$ cat config.mk
export PLATFORM = sky130hd
export DESIGN_NAME = timer_setup
export DESIGN_NICKNAME = d
export VERILOG_FILES = /design/src/hdl/timer_channel.v /design/src/hdl/timer_setup.v
export VERILOG_INCLUDE_DIRS = /design/src /design/src/hdl
export SDC_FILE = /design/constraint.sdc
export NUM_CORES = 1
export LEC_CHECK = 0
export ABC_AREA = 1
export BUFFER_PORTS_ARGS = -buffer_cell sky130_fd_sc_hd__buf_4
export CAP_MARGIN = 20
export CELL_PAD_IN_SITES_DETAIL_PLACEMENT = 1
export CELL_PAD_IN_SITES_GLOBAL_PLACEMENT = 1
export CORE_MARGIN = 5
export CORE_UTILIZATION = 26
export DETAILED_ROUTE_END_ITERATION = 8
export HOLD_SLACK_MARGIN = 0.03
export MAX_ROUTING_LAYER = met4
export PLACE_DENSITY_LB_ADDON = 0.1
export REMOVE_ABC_BUFFERS = 1
export SYNTH_ARGS = -nofsm -noshare
export SYNTH_HDL_FRONTEND = slang
export SYNTH_SLANG_ARGS = --single-unit
$ cat constraint.sdc
create_clock -name hclk -period 1.9 [get_ports hclk]
set_clock_uncertainty 0.05 [all_clocks]
set_input_delay 0.38 -clock hclk [delete_from_list [all_inputs] [get_ports hclk]]
set_output_delay 0.38 -clock hclk [all_outputs]
set_load 0.01 [all_outputs]
$ cat src/hdl/timer_setup_defs.vh
// register offsets, field positions, codes and reset values of the timer setup block
`ifndef TIMER_SETUP_DEFS_VH
`define TIMER_SETUP_DEFS_VH

// ****************************************
// register byte offsets
// ****************************************
`define OFS_PRESCALE   8'h00
`define OFS_STOP       8'h04
`define OFS_STOP_HI    8'h08
`define OFS_START      8'h0c
`define OFS_STATUS     8'h10
`define OFS_MODE_BASE  8'h20

// ****************************************
// reset values and write masks
// ****************************************
`define PRESCALE_RST   8'h00
`define MODE_RST       16'h0000
`define MODE_WMASK     16'h9fcf

// ****************************************
// field positions inside a channel mode word, the status word and the start word
// ****************************************
`define CLK_SEL_BIT    15
`define CNT_SRC_BIT    12
`define SPLIT_BIT      11
`define TRIG_HI        10
`define TRIG_LO        8
`define EDGE_HI        7
`define EDGE_LO        6
`define FUNC_HI        3
`define FUNC_LO        1
`define STS_RUN_LO     0
`define STS_RUN_HI_LO  8
`define STS_BAD_LO     16
`define STS_PIN_LO     24
`define START_HI_LO    4

// ****************************************
// prescaler counter width and codes
// ****************************************
`define PRESCALE_W     15
`define TRIG_SW        3'h0
`define TRIG_EDGE      3'h1
`define TRIG_BOTH      3'h2
`define TRIG_MASTER    3'h4
`define TRIG_MASTER_END 3'h6
`define EDGE_FALL      2'h0
`define EDGE_RISE      2'h1
`define EDGE_LOW_W     2'h2
`define EDGE_HIGH_W    2'h3
`define FN_INTERVAL    3'h0
`define FN_CAPTURE     3'h2
`define FN_EVENT       3'h3
`define FN_ONE_COUNT   3'h4
`define FN_CAP_ONE     3'h6

`endif

$ cat src/hdl/timer_channel.v
// one timer channel: clock choice, edge detect, trigger routing and run flags
`timescale 1ns/10ps
`include "timer_setup_defs.vh"

module timer_channel #(
	parameter SPLIT_OK = 0
) (
	input  wire        hclk,
	input  wire        hresetn,
	input  wire [15:0] mode,
	input  wire        tick_a,
	input  wire        tick_b,
	input  wire        pin_level,
	input  wire        sw_start,
	input  wire        sw_start_hi,
	input  wire        stop,
	input  wire        stop_hi,
	input  wire        master_irq,
	output reg         count_tick_q,
	output reg         start_trig_q,
	output reg         capture_trig_q,
	output reg         end_trig_q,
	output reg         running_q,
	output reg         running_hi_q,
	output reg         bad_q
);

	reg       prev_q;
	wire      rise;
	wire      fall;
	reg       st_e;
	reg       cap_e;
	reg       val_e;
	reg       start_c;
	reg       cap_c;
	reg       end_c;
	reg       bad_c;
	wire      op_tick;
	wire      src_tick;
	wire [2:0] func;
	wire      halves;

	assign rise = pin_level & ~prev_q;
	assign fall = ~pin_level & prev_q;
	assign func = mode[`FUNC_HI:`FUNC_LO];
	assign halves = (SPLIT_OK != 0) & mode[`SPLIT_BIT];
	assign op_tick = mode[`CLK_SEL_BIT] ? tick_b : tick_a;
	assign src_tick = mode[`CNT_SRC_BIT] ? val_e : op_tick;

	always @* begin
		case (mode[`EDGE_HI:`EDGE_LO])
		`EDGE_FALL: begin
			st_e = fall;
			cap_e = fall;
			val_e = fall;
		end
		`EDGE_RISE: begin
			st_e = rise;
			cap_e = rise;
			val_e = rise;
		end
		`EDGE_LOW_W: begin
			st_e = fall;
			cap_e = rise;
			val_e = rise | fall;
		end
		default: begin
			st_e = rise;
			cap_e = fall;
			val_e = rise | fall;
		end
		endcase
	end

	// software start stays valid under every trigger source
	always @* begin
		start_c = sw_start;
		cap_c = 1'b0;
		end_c = 1'b0;
		bad_c = 1'b0;
		case (mode[`TRIG_HI:`TRIG_LO])
		`TRIG_SW: start_c = sw_start;
		`TRIG_EDGE: begin
			start_c = sw_start | st_e;
			cap_c = cap_e;
		end
		`TRIG_BOTH: begin
			start_c = sw_start | rise | fall;
			cap_c = rise | fall;
		end
		`TRIG_MASTER: start_c = sw_start | (master_irq & (func == `FN_ONE_COUNT));
		`TRIG_MASTER_END: begin
			start_c = sw_start | master_irq;
			end_c = cap_e;
		end
		default: bad_c = 1'b1;
		endcase
		case (func)
		`FN_INTERVAL, `FN_CAPTURE, `FN_EVENT, `FN_ONE_COUNT, `FN_CAP_ONE: bad_c = bad_c;
		default: bad_c = 1'b1;
		endcase
	end

	// stop beats a start written in the same cycle
	always @(posedge hclk or negedge hresetn) begin
		if (!hresetn) begin
			prev_q <= 1'b0;
			count_tick_q <= 1'b0;
			start_trig_q <= 1'b0;
			capture_trig_q <= 1'b0;
			end_trig_q <= 1'b0;
			running_q <= 1'b0;
			running_hi_q <= 1'b0;
			bad_q <= 1'b0;
		end else begin
			prev_q <= pin_level;
			running_q <= ~stop & (running_q | sw_start);
			running_hi_q <= halves & ~stop_hi & (running_hi_q | sw_start_hi);
			count_tick_q <= src_tick & running_q & ~stop;
			start_trig_q <= start_c & ~stop & (running_q | sw_start);
			capture_trig_q <= cap_c & running_q & ~stop;
			end_trig_q <= end_c & running_q & ~stop;
			bad_q <= bad_c;
		end
	end

endmodule // timer_channel

$ cat src/hdl/timer_setup.v
// timer clock prescaler and channel setup front end with an AHB-Lite register slave
//
// How it works
// - two op clocks, each system clock divided by 2^m from its nibble.
// - clock-select bit 7 of high byte picks op clock a or b.
// - count-source bit 4 picks op clock or valid input pin edges.
// - on channels 1 and 3 bit 3 splits into two 8-bit timers.
// - trigger code 000 accepts only software start.
// - trigger code 001 uses selected pin edge as start and capture.
// - trigger code 010 uses both pin edges as start and capture.
// - trigger code 100 starts a one-shot/PWM slave on master interrupt.
// - code 110 starts on master interrupt, ends on own pin edge; others prohibited.
// - edge field picks falling, rising, or both with start/capture split.
// - two channels in small variant, four in large, each configured alone.
// - function field selects interval, capture, event, one-count, capture one-count.
// - writing one to a stop bit clears running flag and halts counting.
//
// Design decisions made here: the address map and the AHB-Lite register port.
`timescale 1ns/10ps
`include "timer_setup_defs.vh"

module timer_setup #(
	parameter NUM_CH = 4
) (
	input  wire                hclk,
	input  wire                hresetn,
	input  wire                hsel,
	input  wire [31:0]         haddr,
	input  wire [1:0]          htrans,
	input  wire                hwrite,
	input  wire [2:0]          hsize,
	input  wire [31:0]         hwdata,
	input  wire                hready,
	output wire [31:0]         hrdata,
	output wire                hreadyout,
	output wire                hresp,
	input  wire [NUM_CH-1:0]   timer_input_pin,
	input  wire [NUM_CH-1:0]   master_channel_irq,
	output wire                op_clock_a,
	output wire                op_clock_b,
	output wire [NUM_CH-1:0]   channel_count_clock,
	output wire [NUM_CH-1:0]   start_trigger,
	output wire [NUM_CH-1:0]   capture_trigger,
	output wire [NUM_CH-1:0]   end_trigger,
	output wire [NUM_CH-1:0]   channel_running_flag,
	output wire [NUM_CH-1:0]   upper_running_flag,
	output wire [NUM_CH-1:0]   eight_bit_halves,
	output wire [3*NUM_CH-1:0] channel_function_field
);

	// ****************************************
	// declarations
	// ****************************************
	reg  [31:0]             hrdata_q;
	reg                     hreadyout_q;
	reg                     hresp_q;
	reg  [31:0]             rdata_d;
	reg  [7:0]              addr_q;
	reg                     wr_pend_q;
	reg                     rd_pend_q;
	wire                    accept;
	wire                    commit;
	reg  [7:0]              presc_q;
	reg  [15:0]             mode_q [0:NUM_CH-1];
	reg  [`PRESCALE_W-1:0]  div_cnt_q;
	wire [15:0]             mask_a;
	wire [15:0]             mask_b;
	reg                     op_a_q;
	reg                     op_b_q;
	reg  [NUM_CH-1:0]       sync1_q;
	reg  [NUM_CH-1:0]       sync2_q;
	reg  [NUM_CH-1:0]       sync3_q;
	reg  [NUM_CH-1:0]       pin_lvl_q;
	wire [NUM_CH-1:0]       pin_lvl_d;
	wire                    wr_stop;
	wire                    wr_stop_hi;
	wire                    wr_start;
	wire [NUM_CH-1:0]       run;
	wire [NUM_CH-1:0]       run_hi;
	wire [NUM_CH-1:0]       bad;
	reg  [NUM_CH-1:0]       halves_q;
	reg  [3*NUM_CH-1:0]     func_q;
	integer                 k;
	integer                 j;
	integer                 m;

	// ****************************************
	// bus outputs
	// ****************************************
	assign hrdata = hrdata_q;
	assign hreadyout = hreadyout_q;
	assign hresp = hresp_q;

	// ****************************************
	// AHB-Lite address and data phases
	// ****************************************
	// reads take one wait state so that a write just before is seen
	assign accept = hsel & htrans[1] & hready;
	assign commit = wr_pend_q;
	assign wr_stop = commit & (addr_q == `OFS_STOP);
	assign wr_stop_hi = commit & (addr_q == `OFS_STOP_HI);
	assign wr_start = commit & (addr_q == `OFS_START);

	always @(posedge hclk or negedge hresetn) begin
		if (!hresetn) begin
			addr_q <= 8'h00;
			wr_pend_q <= 1'b0;
			rd_pend_q <= 1'b0;
			hreadyout_q <= 1'b1;
			hresp_q <= 1'b0;
			hrdata_q <= 32'h00000000;
		end else begin
			hresp_q <= 1'b0;
			wr_pend_q <= accept & hwrite;
			rd_pend_q <= accept & ~hwrite;
			if (accept) begin
				addr_q <= haddr[7:0];
			end
			if (accept & ~hwrite) begin
				hreadyout_q <= 1'b0;
			end else begin
				hreadyout_q <= 1'b1;
			end
			if (rd_pend_q) begin
				hrdata_q <= rdata_d;
			end
		end
	end

	// ****************************************
	// read multiplexer
	// ****************************************
	// trigger registers are write only and read zero
	always @* begin
		rdata_d = 32'h00000000;
		if (addr_q == `OFS_PRESCALE) begin
			rdata_d[7:0] = presc_q;
		end
		if (addr_q == `OFS_STATUS) begin
			for (k = 0; k < NUM_CH; k = k + 1) begin
				rdata_d[`STS_RUN_LO + k] = run[k];
				rdata_d[`STS_RUN_HI_LO + k] = run_hi[k];
				rdata_d[`STS_BAD_LO + k] = bad[k];
				rdata_d[`STS_PIN_LO + k] = pin_lvl_q[k];
			end
		end
		for (k = 0; k < NUM_CH; k = k + 1) begin
			if (addr_q == `OFS_MODE_BASE + {k[5:0], 2'b00}) begin
				rdata_d[15:0] = mode_q[k];
			end
		end
	end

	// ****************************************
	// configuration registers
	// ****************************************
	always @(posedge hclk or negedge hresetn) begin
		if (!hresetn) begin
			presc_q <= `PRESCALE_RST;
			for (j = 0; j < NUM_CH; j = j + 1) begin
				mode_q[j] <= `MODE_RST;
			end
		end else begin
			if (commit & (addr_q == `OFS_PRESCALE)) begin
				presc_q <= hwdata[7:0];
			end
			for (j = 0; j < NUM_CH; j = j + 1) begin
				if (commit & (addr_q == `OFS_MODE_BASE + {j[5:0], 2'b00})) begin
					mode_q[j] <= hwdata[15:0] & `MODE_WMASK;
				end
			end
		end
	end

	// ****************************************
	// prescaler
	// ****************************************
	// one counter serves both outputs; a nibble change takes effect at once,
	// so the first divided pulse after a change may come early
	assign mask_a = (16'h0001 << presc_q[3:0]) - 16'h0001;
	assign mask_b = (16'h0001 << presc_q[7:4]) - 16'h0001;

	always @(posedge hclk or negedge hresetn) begin
		if (!hresetn) begin
			div_cnt_q <= {`PRESCALE_W{1'b0}};
			op_a_q <= 1'b0;
			op_b_q <= 1'b0;
		end else begin
			div_cnt_q <= div_cnt_q + 1'b1;
			op_a_q <= (div_cnt_q & mask_a[`PRESCALE_W-1:0]) == mask_a[`PRESCALE_W-1:0];
			op_b_q <= (div_cnt_q & mask_b[`PRESCALE_W-1:0]) == mask_b[`PRESCALE_W-1:0];
		end
	end

	assign op_clock_a = op_a_q;
	assign op_clock_b = op_b_q;

	// ****************************************
	// input pin synchronisers
	// ****************************************
	// a level is accepted only once stages two and three agree
	assign pin_lvl_d = (sync2_q & sync3_q) | (pin_lvl_q & (sync2_q ^ sync3_q));

	always @(posedge hclk or negedge hresetn) begin
		if (!hresetn) begin
			sync1_q <= {NUM_CH{1'b0}};
			sync2_q <= {NUM_CH{1'b0}};
			sync3_q <= {NUM_CH{1'b0}};
			pin_lvl_q <= {NUM_CH{1'b0}};
		end else begin
			sync1_q <= timer_input_pin;
			sync2_q <= sync1_q;
			sync3_q <= sync2_q;
			pin_lvl_q <= pin_lvl_d;
		end
	end

	// ****************************************
	// decoded mode fields for the datapath
	// ****************************************
	always @(posedge hclk or negedge hresetn) begin
		if (!hresetn) begin
			halves_q <= {NUM_CH{1'b0}};
			func_q <= {(3*NUM_CH){1'b0}};
		end else begin
			for (m = 0; m < NUM_CH; m = m + 1) begin
				halves_q[m] <= ((m == 1) || (m == 3)) & mode_q[m][`SPLIT_BIT];
				func_q[3*m +: 3] <= mode_q[m][`FUNC_HI:`FUNC_LO];
			end
		end
	end

	assign eight_bit_halves = halves_q;
	assign channel_function_field = func_q;
	assign channel_running_flag = run;
	assign upper_running_flag = run_hi;

	// ****************************************
	// channels
	// ****************************************
	// the stop-all sequence before a clock source change is up to software
	genvar i;
	generate
		for (i = 0; i < NUM_CH; i = i + 1) begin : g_ch
			timer_channel #(
				.SPLIT_OK ((i == 1) || (i == 3))
			) u_ch (
				.hclk           (hclk),
				.hresetn        (hresetn),
				.mode           (mode_q[i]),
				.tick_a         (op_a_q),
				.tick_b         (op_b_q),
				.pin_level      (pin_lvl_q[i]),
				.sw_start       (wr_start & hwdata[i]),
				.sw_start_hi    (wr_start & hwdata[`START_HI_LO + i]),
				.stop           (wr_stop & hwdata[i]),
				.stop_hi        (wr_stop_hi & hwdata[i]),
				.master_irq     (master_channel_irq[i]),
				.count_tick_q   (channel_count_clock[i]),
				.start_trig_q   (start_trigger[i]),
				.capture_trig_q (capture_trigger[i]),
				.end_trig_q     (end_trigger[i]),
				.running_q      (run[i]),
				.running_hi_q   (run_hi[i]),
				.bad_q          (bad[i])
			);
		end
	endgenerate

endmodule // timer_setup

# Word level (Yosys, flattened, before mapping)
# Cells that the tools add are included.
# classes
n_addsub,3
eq_ne,50
shift,2
muxes,50
bitwise_logic,127
reduce_logical,29
# ops
operator,n
$and 1x1->1,76
$mux 16,4
$eq 3x3->1 const B,16
$reduce_or 5->1,8
$eq 3x2->1 const B,12
$eq 8x6->1 const B,4
$and 15x15->15,2
$eq 15x15->1,2
$or 1x1->1,30
$shl 1x4->15 const A,2
$sub 15x1->15 const B,2
$mux 1,29
$logic_not 3->1,8
$eq 8x4->1 const B,2
$mux 4,4
$pmux 1 s2,8
$pmux 1 s4,4
$reduce_or 2->1,8
$add 15x1->15 const B,1
$not 1->1,15
$eq 3x1->1 const B,4
$and 4x4->4,2
$eq 2x1->1 const B,4
$eq 2x2->1 const B,4
other kinds (7),10
# word_totals
regBits,168
out_inout_bits,76

# Logic depth before layout (Yosys ltp)
# logic_depth
ltp_word,8
ltp_mapped,13
depth_no_buf,12

# By module
# Synthesis repeated with hierarchy kept, for this count alone.
# unflattened
hier_cells,1000
area_unflattened_um2,8281.7
# by_module_without_submodules
mod,n_inst,cells_per_inst,area_each_um2,seq_area_each_um2
timer_setup,1,736,6337.3,3404.5
timer_channel at g_ch[1].u_ch ...,2,66,496.7,200.2
timer_channel at g_ch[0].u_ch ...,2,66,475.5,175.2

# Worst setup path before layout
# No wires, ideal clock.
# synth_path
path_type,reg2reg
from,reg presc_q[5]
to,"reg op_b_q, in the netlist op_clock_b"
setup_ns,0.116
t_arrival_ns,1.558
required_time_ns,1.734
setup_slack_ns,0.176
stages_incl_launch_ff,12
path_buffers,1
period_less_slack_ns,1.724
cell_sequence,dfrtp_1 > buf_2 > nor2_4 > nand3_1 > ha_1 > or2_2 > nand2_1 > nor2_1 > nand3_1 > nor2_1 > nand2_1 > nor2_1
# synth_via
elab_chain_cells,4
# synth_rtl
element,line,text
start: declaration,timer_setup.v:63,reg [7:0] presc_q;
start signal: assignment,timer_setup.v:159,presc_q <= `PRESCALE_RST;
start signal: assignment,timer_setup.v:165,presc_q <= hwdata[7:0];
$shl 1x4->15 (*),timer_setup.v:181,assign mask_b = (16'h0001 << presc_q[7:4]) - 16'h0001;
$sub 15x1->15 (*),timer_setup.v:181,
$and 15x15->15,timer_setup.v:191,op_b_q <= (div_cnt_q & mask_b[`PRESCALE_W-1:0]) == mask_b[`PRESCALE_W-1:0];
$eq 15x15->1 (*),timer_setup.v:191,
end signal: assignment,timer_setup.v:191,
end: declaration,timer_setup.v:69,reg op_b_q;
# Mark *: on every way between the ends. The rest lies on a longest branch, timed or not.
# A chain may end at the register's enable or synchronous reset.

# Final worst setup path
# layout_path
from,reg presc_q[3]
to,"reg op_a_q, in the netlist op_clock_a"
# layout_via
elab_chain_cells,4
# layout_rtl
element,line,text
$shl 1x4->15 (*),timer_setup.v:180,assign mask_a = (16'h0001 << presc_q[3:0]) - 16'h0001;
$sub 15x1->15 (*),timer_setup.v:180,
$and 15x15->15,timer_setup.v:190,op_a_q <= (div_cnt_q & mask_a[`PRESCALE_W-1:0]) == mask_a[`PRESCALE_W-1:0];
$eq 15x15->1 (*),timer_setup.v:190,
end signal: assignment,timer_setup.v:190,
end: declaration,timer_setup.v:68,reg op_a_q;
# Marked as above.

==> results.yml <==
sta:
  finalSetupTns_ns: 0
  layout_min_cycle_time_ns: 1.76
  rsz0062_at_grt: "no"
  fmax_ghz: 0.570
  hold_viol: 0
  fin_crit_sh_pct: 92.4
  slew_violations: 0
  setup_viol: 0
  slew_headroom_pct: 52.8
  fin_ws_ns: 0.144
  tightest_slew_ns: 0.708
die:
  initial_core_util_pct: 26.4
  die_h_um: 189
  io_pins: 158
  die_w_um: 189
  core-area_mm2: 0.0316
  dieArea_mm2: 0.0358
  num_rows: 65
cells_and_area:
  multiInputGateArea_mm2: 0.00341
  diodes: 0
  drive_above_1_share_pct: 21.5
  syn_to_final_growth_pct: 24.1
  fin_nets: 1219
  seq_area_mm2: 0.00416
  nFillCells: 3740
power:
  p_per_area_mw_per_mm2: 777
  swShare_pct: 25.7
  internal_power_mw: 5.98
  vdd_ir_drop_max_mv: 0.608
  power_frac_comb_pct: 7.0
  p_switching_mw: 2.06
  p_seq_share_pct: 46.0
  total_power_mw: 8.04
  p_leak_nw: 5.43
  power.share.clock_pct: 47.1
critical_path:
  start_kind: "register"
  path_buf_inv: 1
  cp_cell_sequence: "inv_1, nand2_1, nor2_2, nand2_1, ha_2, or2_2, nand4_1, nor2_1, nand3_1, nor2_1"
  cpLargestDelayFamily: "simple AND/OR/NAND/NOR gates"
  worst_ep_required_time_ns: 2.18
  end_kind: "register"
  arrival_ns: 2.03
  slowest_stage: "dfrtp_2"
  slowest_delay_ns: 0.45
  worst-setup-path-type: "reg2reg"
  path_max_fanout: 6
yosys:
  yosys_warnings: 0
  seq_area_frac_synth_pct: 49.8
  yosysTopAreaCellShare_pct: 49.5
  synthCells: 990
  ys_seq_elements: 166
  ys_types: 44
  synth_edf_count: 0
  synth_area_leaders: "dfrtp_1 49%, nand2_1 11%, inv_1 4.7%"
  syn_area_mm2: 0.00834
  synth-async-reset-ratio_pct: 100
  synth_area_leader_cell: "dfrtp_1"
  syn_area_per_cell_um2: 8.43
  synth_top_flop_cell: "dfrtp_1"
grt:
  grtUsageMet2_pct: 24.8
  antenna_found_initial: 0
  grt_overflow: 0
  grt_usage_pct: 15.8
  grt_pass1_wl_um: 42400
  busiest_layer: "met2"
  grt_use_met3_pct: 2.43
  grt_max_degree: 56
  grt_pass1_vias: 7089
  grt_util_met1_pct: 22.1
drt:
  viasPerCell: 4.43
  ant_nets: 0
  drc: 0
  drt_iter0_drc: 449
  dr.pass1.iters: 4
  post_drt_wl_per_cell_um: 17.7
  vias: 6754
  drt-total-wl_um: 27000
clock_tree:
  root_buffer: "clkbuf_16"
  cts_tree: "yes"
  clock_latency_ns: 0.43
  htreeDepth: 4
  cts_made_buffers: 17
  clock_sinks: 166
  clkTransAtPathRegs_ns: 0.07
  cts_buffer_depth: 2
hold_path:
  hold_path_class: "in2reg"
placed_design:
  dpl.hpwl_um: 20700
  place_congestion: 0.804
  post-place-ws_ns: 0.0778
  io_buffer_count: 96
outcome:
  status: "finished clean"
job:
  maxCapViolCount: 0
==> cell families (layout without fill, tap and decap cells) <==
| kind of cell | count (synthesis) | in the layout | share of synthesized area (%) |
|---|---|---|---|
| flip-flops | 166 | 166 | 49.8 |
| other | 1 | 15 | 0.0450 |
| AND/OR/NAND/NOR | 436 | 436 | 23.1 |
| buffers and inverters | 180 | 299 | 10.3 |
| AO/OA/AOI/OAI | 168 | 168 | 11.4 |
| adder cells (fa/ha/maj) | 27 | 27 | 4.05 |
| XOR/XNOR | 12 | 12 | 1.26 |
==> synth_stat cells (2+ instances only) <==
master / n
nor2_2: 5
o22ai_1: 2
inv_2: 12
nand2_1: 245
o21ai_2: 12
nor3_1: 20
nand2_2: 5
inv_1: 105
nand3_1: 44
nor2_4: 7
buf_6: 3
buf_2: 12
a21o_1: 4
ha_1: 27
o21bai_1: 3
nand3b_1: 2
nand3_2: 4
buf_4: 39
o311ai_0: 4
dfrtp_1: 165
clkbuf_1: 7
nor2_1: 80
o21ai_1: 56
o21a_1: 2
a21oi_1: 31
nand4_1: 15
o21ai_0: 44
xor2_1: 11
or2_2: 2
o31ai_1: 7
nand2_4: 2
==> repair_timing <==
| action | in CTS | in global routing |
|---|---|---|
| setup endpoints to repair | 0 | 4 |
| hold buffers | 5 | 0 |
| buffers inserted | 0 | 2 |
| hold endpoints to repair | 55 | 0 |
| resized for setup | 0 | 13 |
==> worst register-to-register path, cell delays in order (launching register included) <==
cell     delay, ns
dfrtp_2       0.45
inv_1         0.08
nand2_1       0.08
nor2_2        0.11
nand2_1       0.07
ha_2          0.25
or2_2         0.26
nand4_1       0.09
nor2_1        0.06
nand3_1       0.09
nor2_1        0.06
==> per-layer routing <==
metal,up-vias,wire (µm)
met3,13,852
met1,3277,13400
met2,92,12600
met5,-,0
li1,3372,-
met4,0,199
==> power groups by stage <==
| stage | Combinational [mW] | Clock, mW | Sequential, mW |
|---|---|---|---|
| floorplan | 0.241 | 0 | 3.76 |
| global placement | 0.556 | 0 | 3.77 |
| detailed placement | 0.562 | 0 | 3.77 |
| global route | 0.639 | 4.07 | 3.71 |
| CTS | 0.573 | 3.90 | 3.70 |
| finish | 0.559 | 3.79 | 3.70 |
==> sequential cells by signal (all words and copies together) (netlist names), 8 cells and up <==
signal                  flops
mode_q                     48
addr_q                      8
hrdata                     22
channel_function_field     12
div_cnt_q                  15
presc_q                     8
==> layout by cell type, fill, tap and decap left out, types with 7 or more instances in the layout <==
cell	netlist	routed
a21oi_1	31	30
buf_4	39	136
clkbuf_16	0	17
conb_1	1	15
dfrtp_1	165	162
ha_1	27	26
inv_1	105	104
inv_2	12	13
nand2_1	245	244
nand3_1	44	43
nand4_1	15	15
nor2_1	80	77
nor2_4	7	9
nor3_1	20	20
o21ai_0	44	44
o21ai_1	56	56
o21ai_2	12	12
o31ai_1	7	7
xor2_1	11	11
==> layout make-up <==
cell class | count | area share [%]
Clock inverter | 14 | 1.81
Tap cell | 402 | 4.86
Inverter | 119 | 4.35
Timing Repair Buffer | 148 | 11.6
Multi-Input combinational cell | 658 | 32.9
Clock buffer | 18 | 4.24
Sequential cell | 166 | 40.2
==> final timing paths <==
| path | from | endpoint | slack (ns) | cells after the start |
|---|---|---|---|---|
| worst max-delay path | presc_q[3] | op_clock_a | 0.14 | 10 |
| worst min-delay path | hwrite | rd_pend_q | 0.06 | 2 |
| worst max register to register | presc_q[3] | op_clock_a | 0.14 | 10 |
| worst min register to register | sync1_q[2] | sync2_q[2] | 0.30 | 0 |
| max in group asynchronous | hresetn | hreadyout | 0.83 | 3 |
| min in group asynchronous | hresetn | channel_function_field[7] | 0.31 | 2 |
==> metrics by stage <==
stage	utilization (%)	area (µm²)	hold WS, ns	std cells
floorplan	-	7980	0.0344	943
global placement	30.4	9620	0.193	1486
detailed placement	30.4	9620	0.191	1486
CTS	32.6	10300	0.0447	1523
global route	32.7	10300	0.0544	1525
finish	32.7	10300	0.0624	1525
No activity file was read; power rests on OpenSTA's default activity.
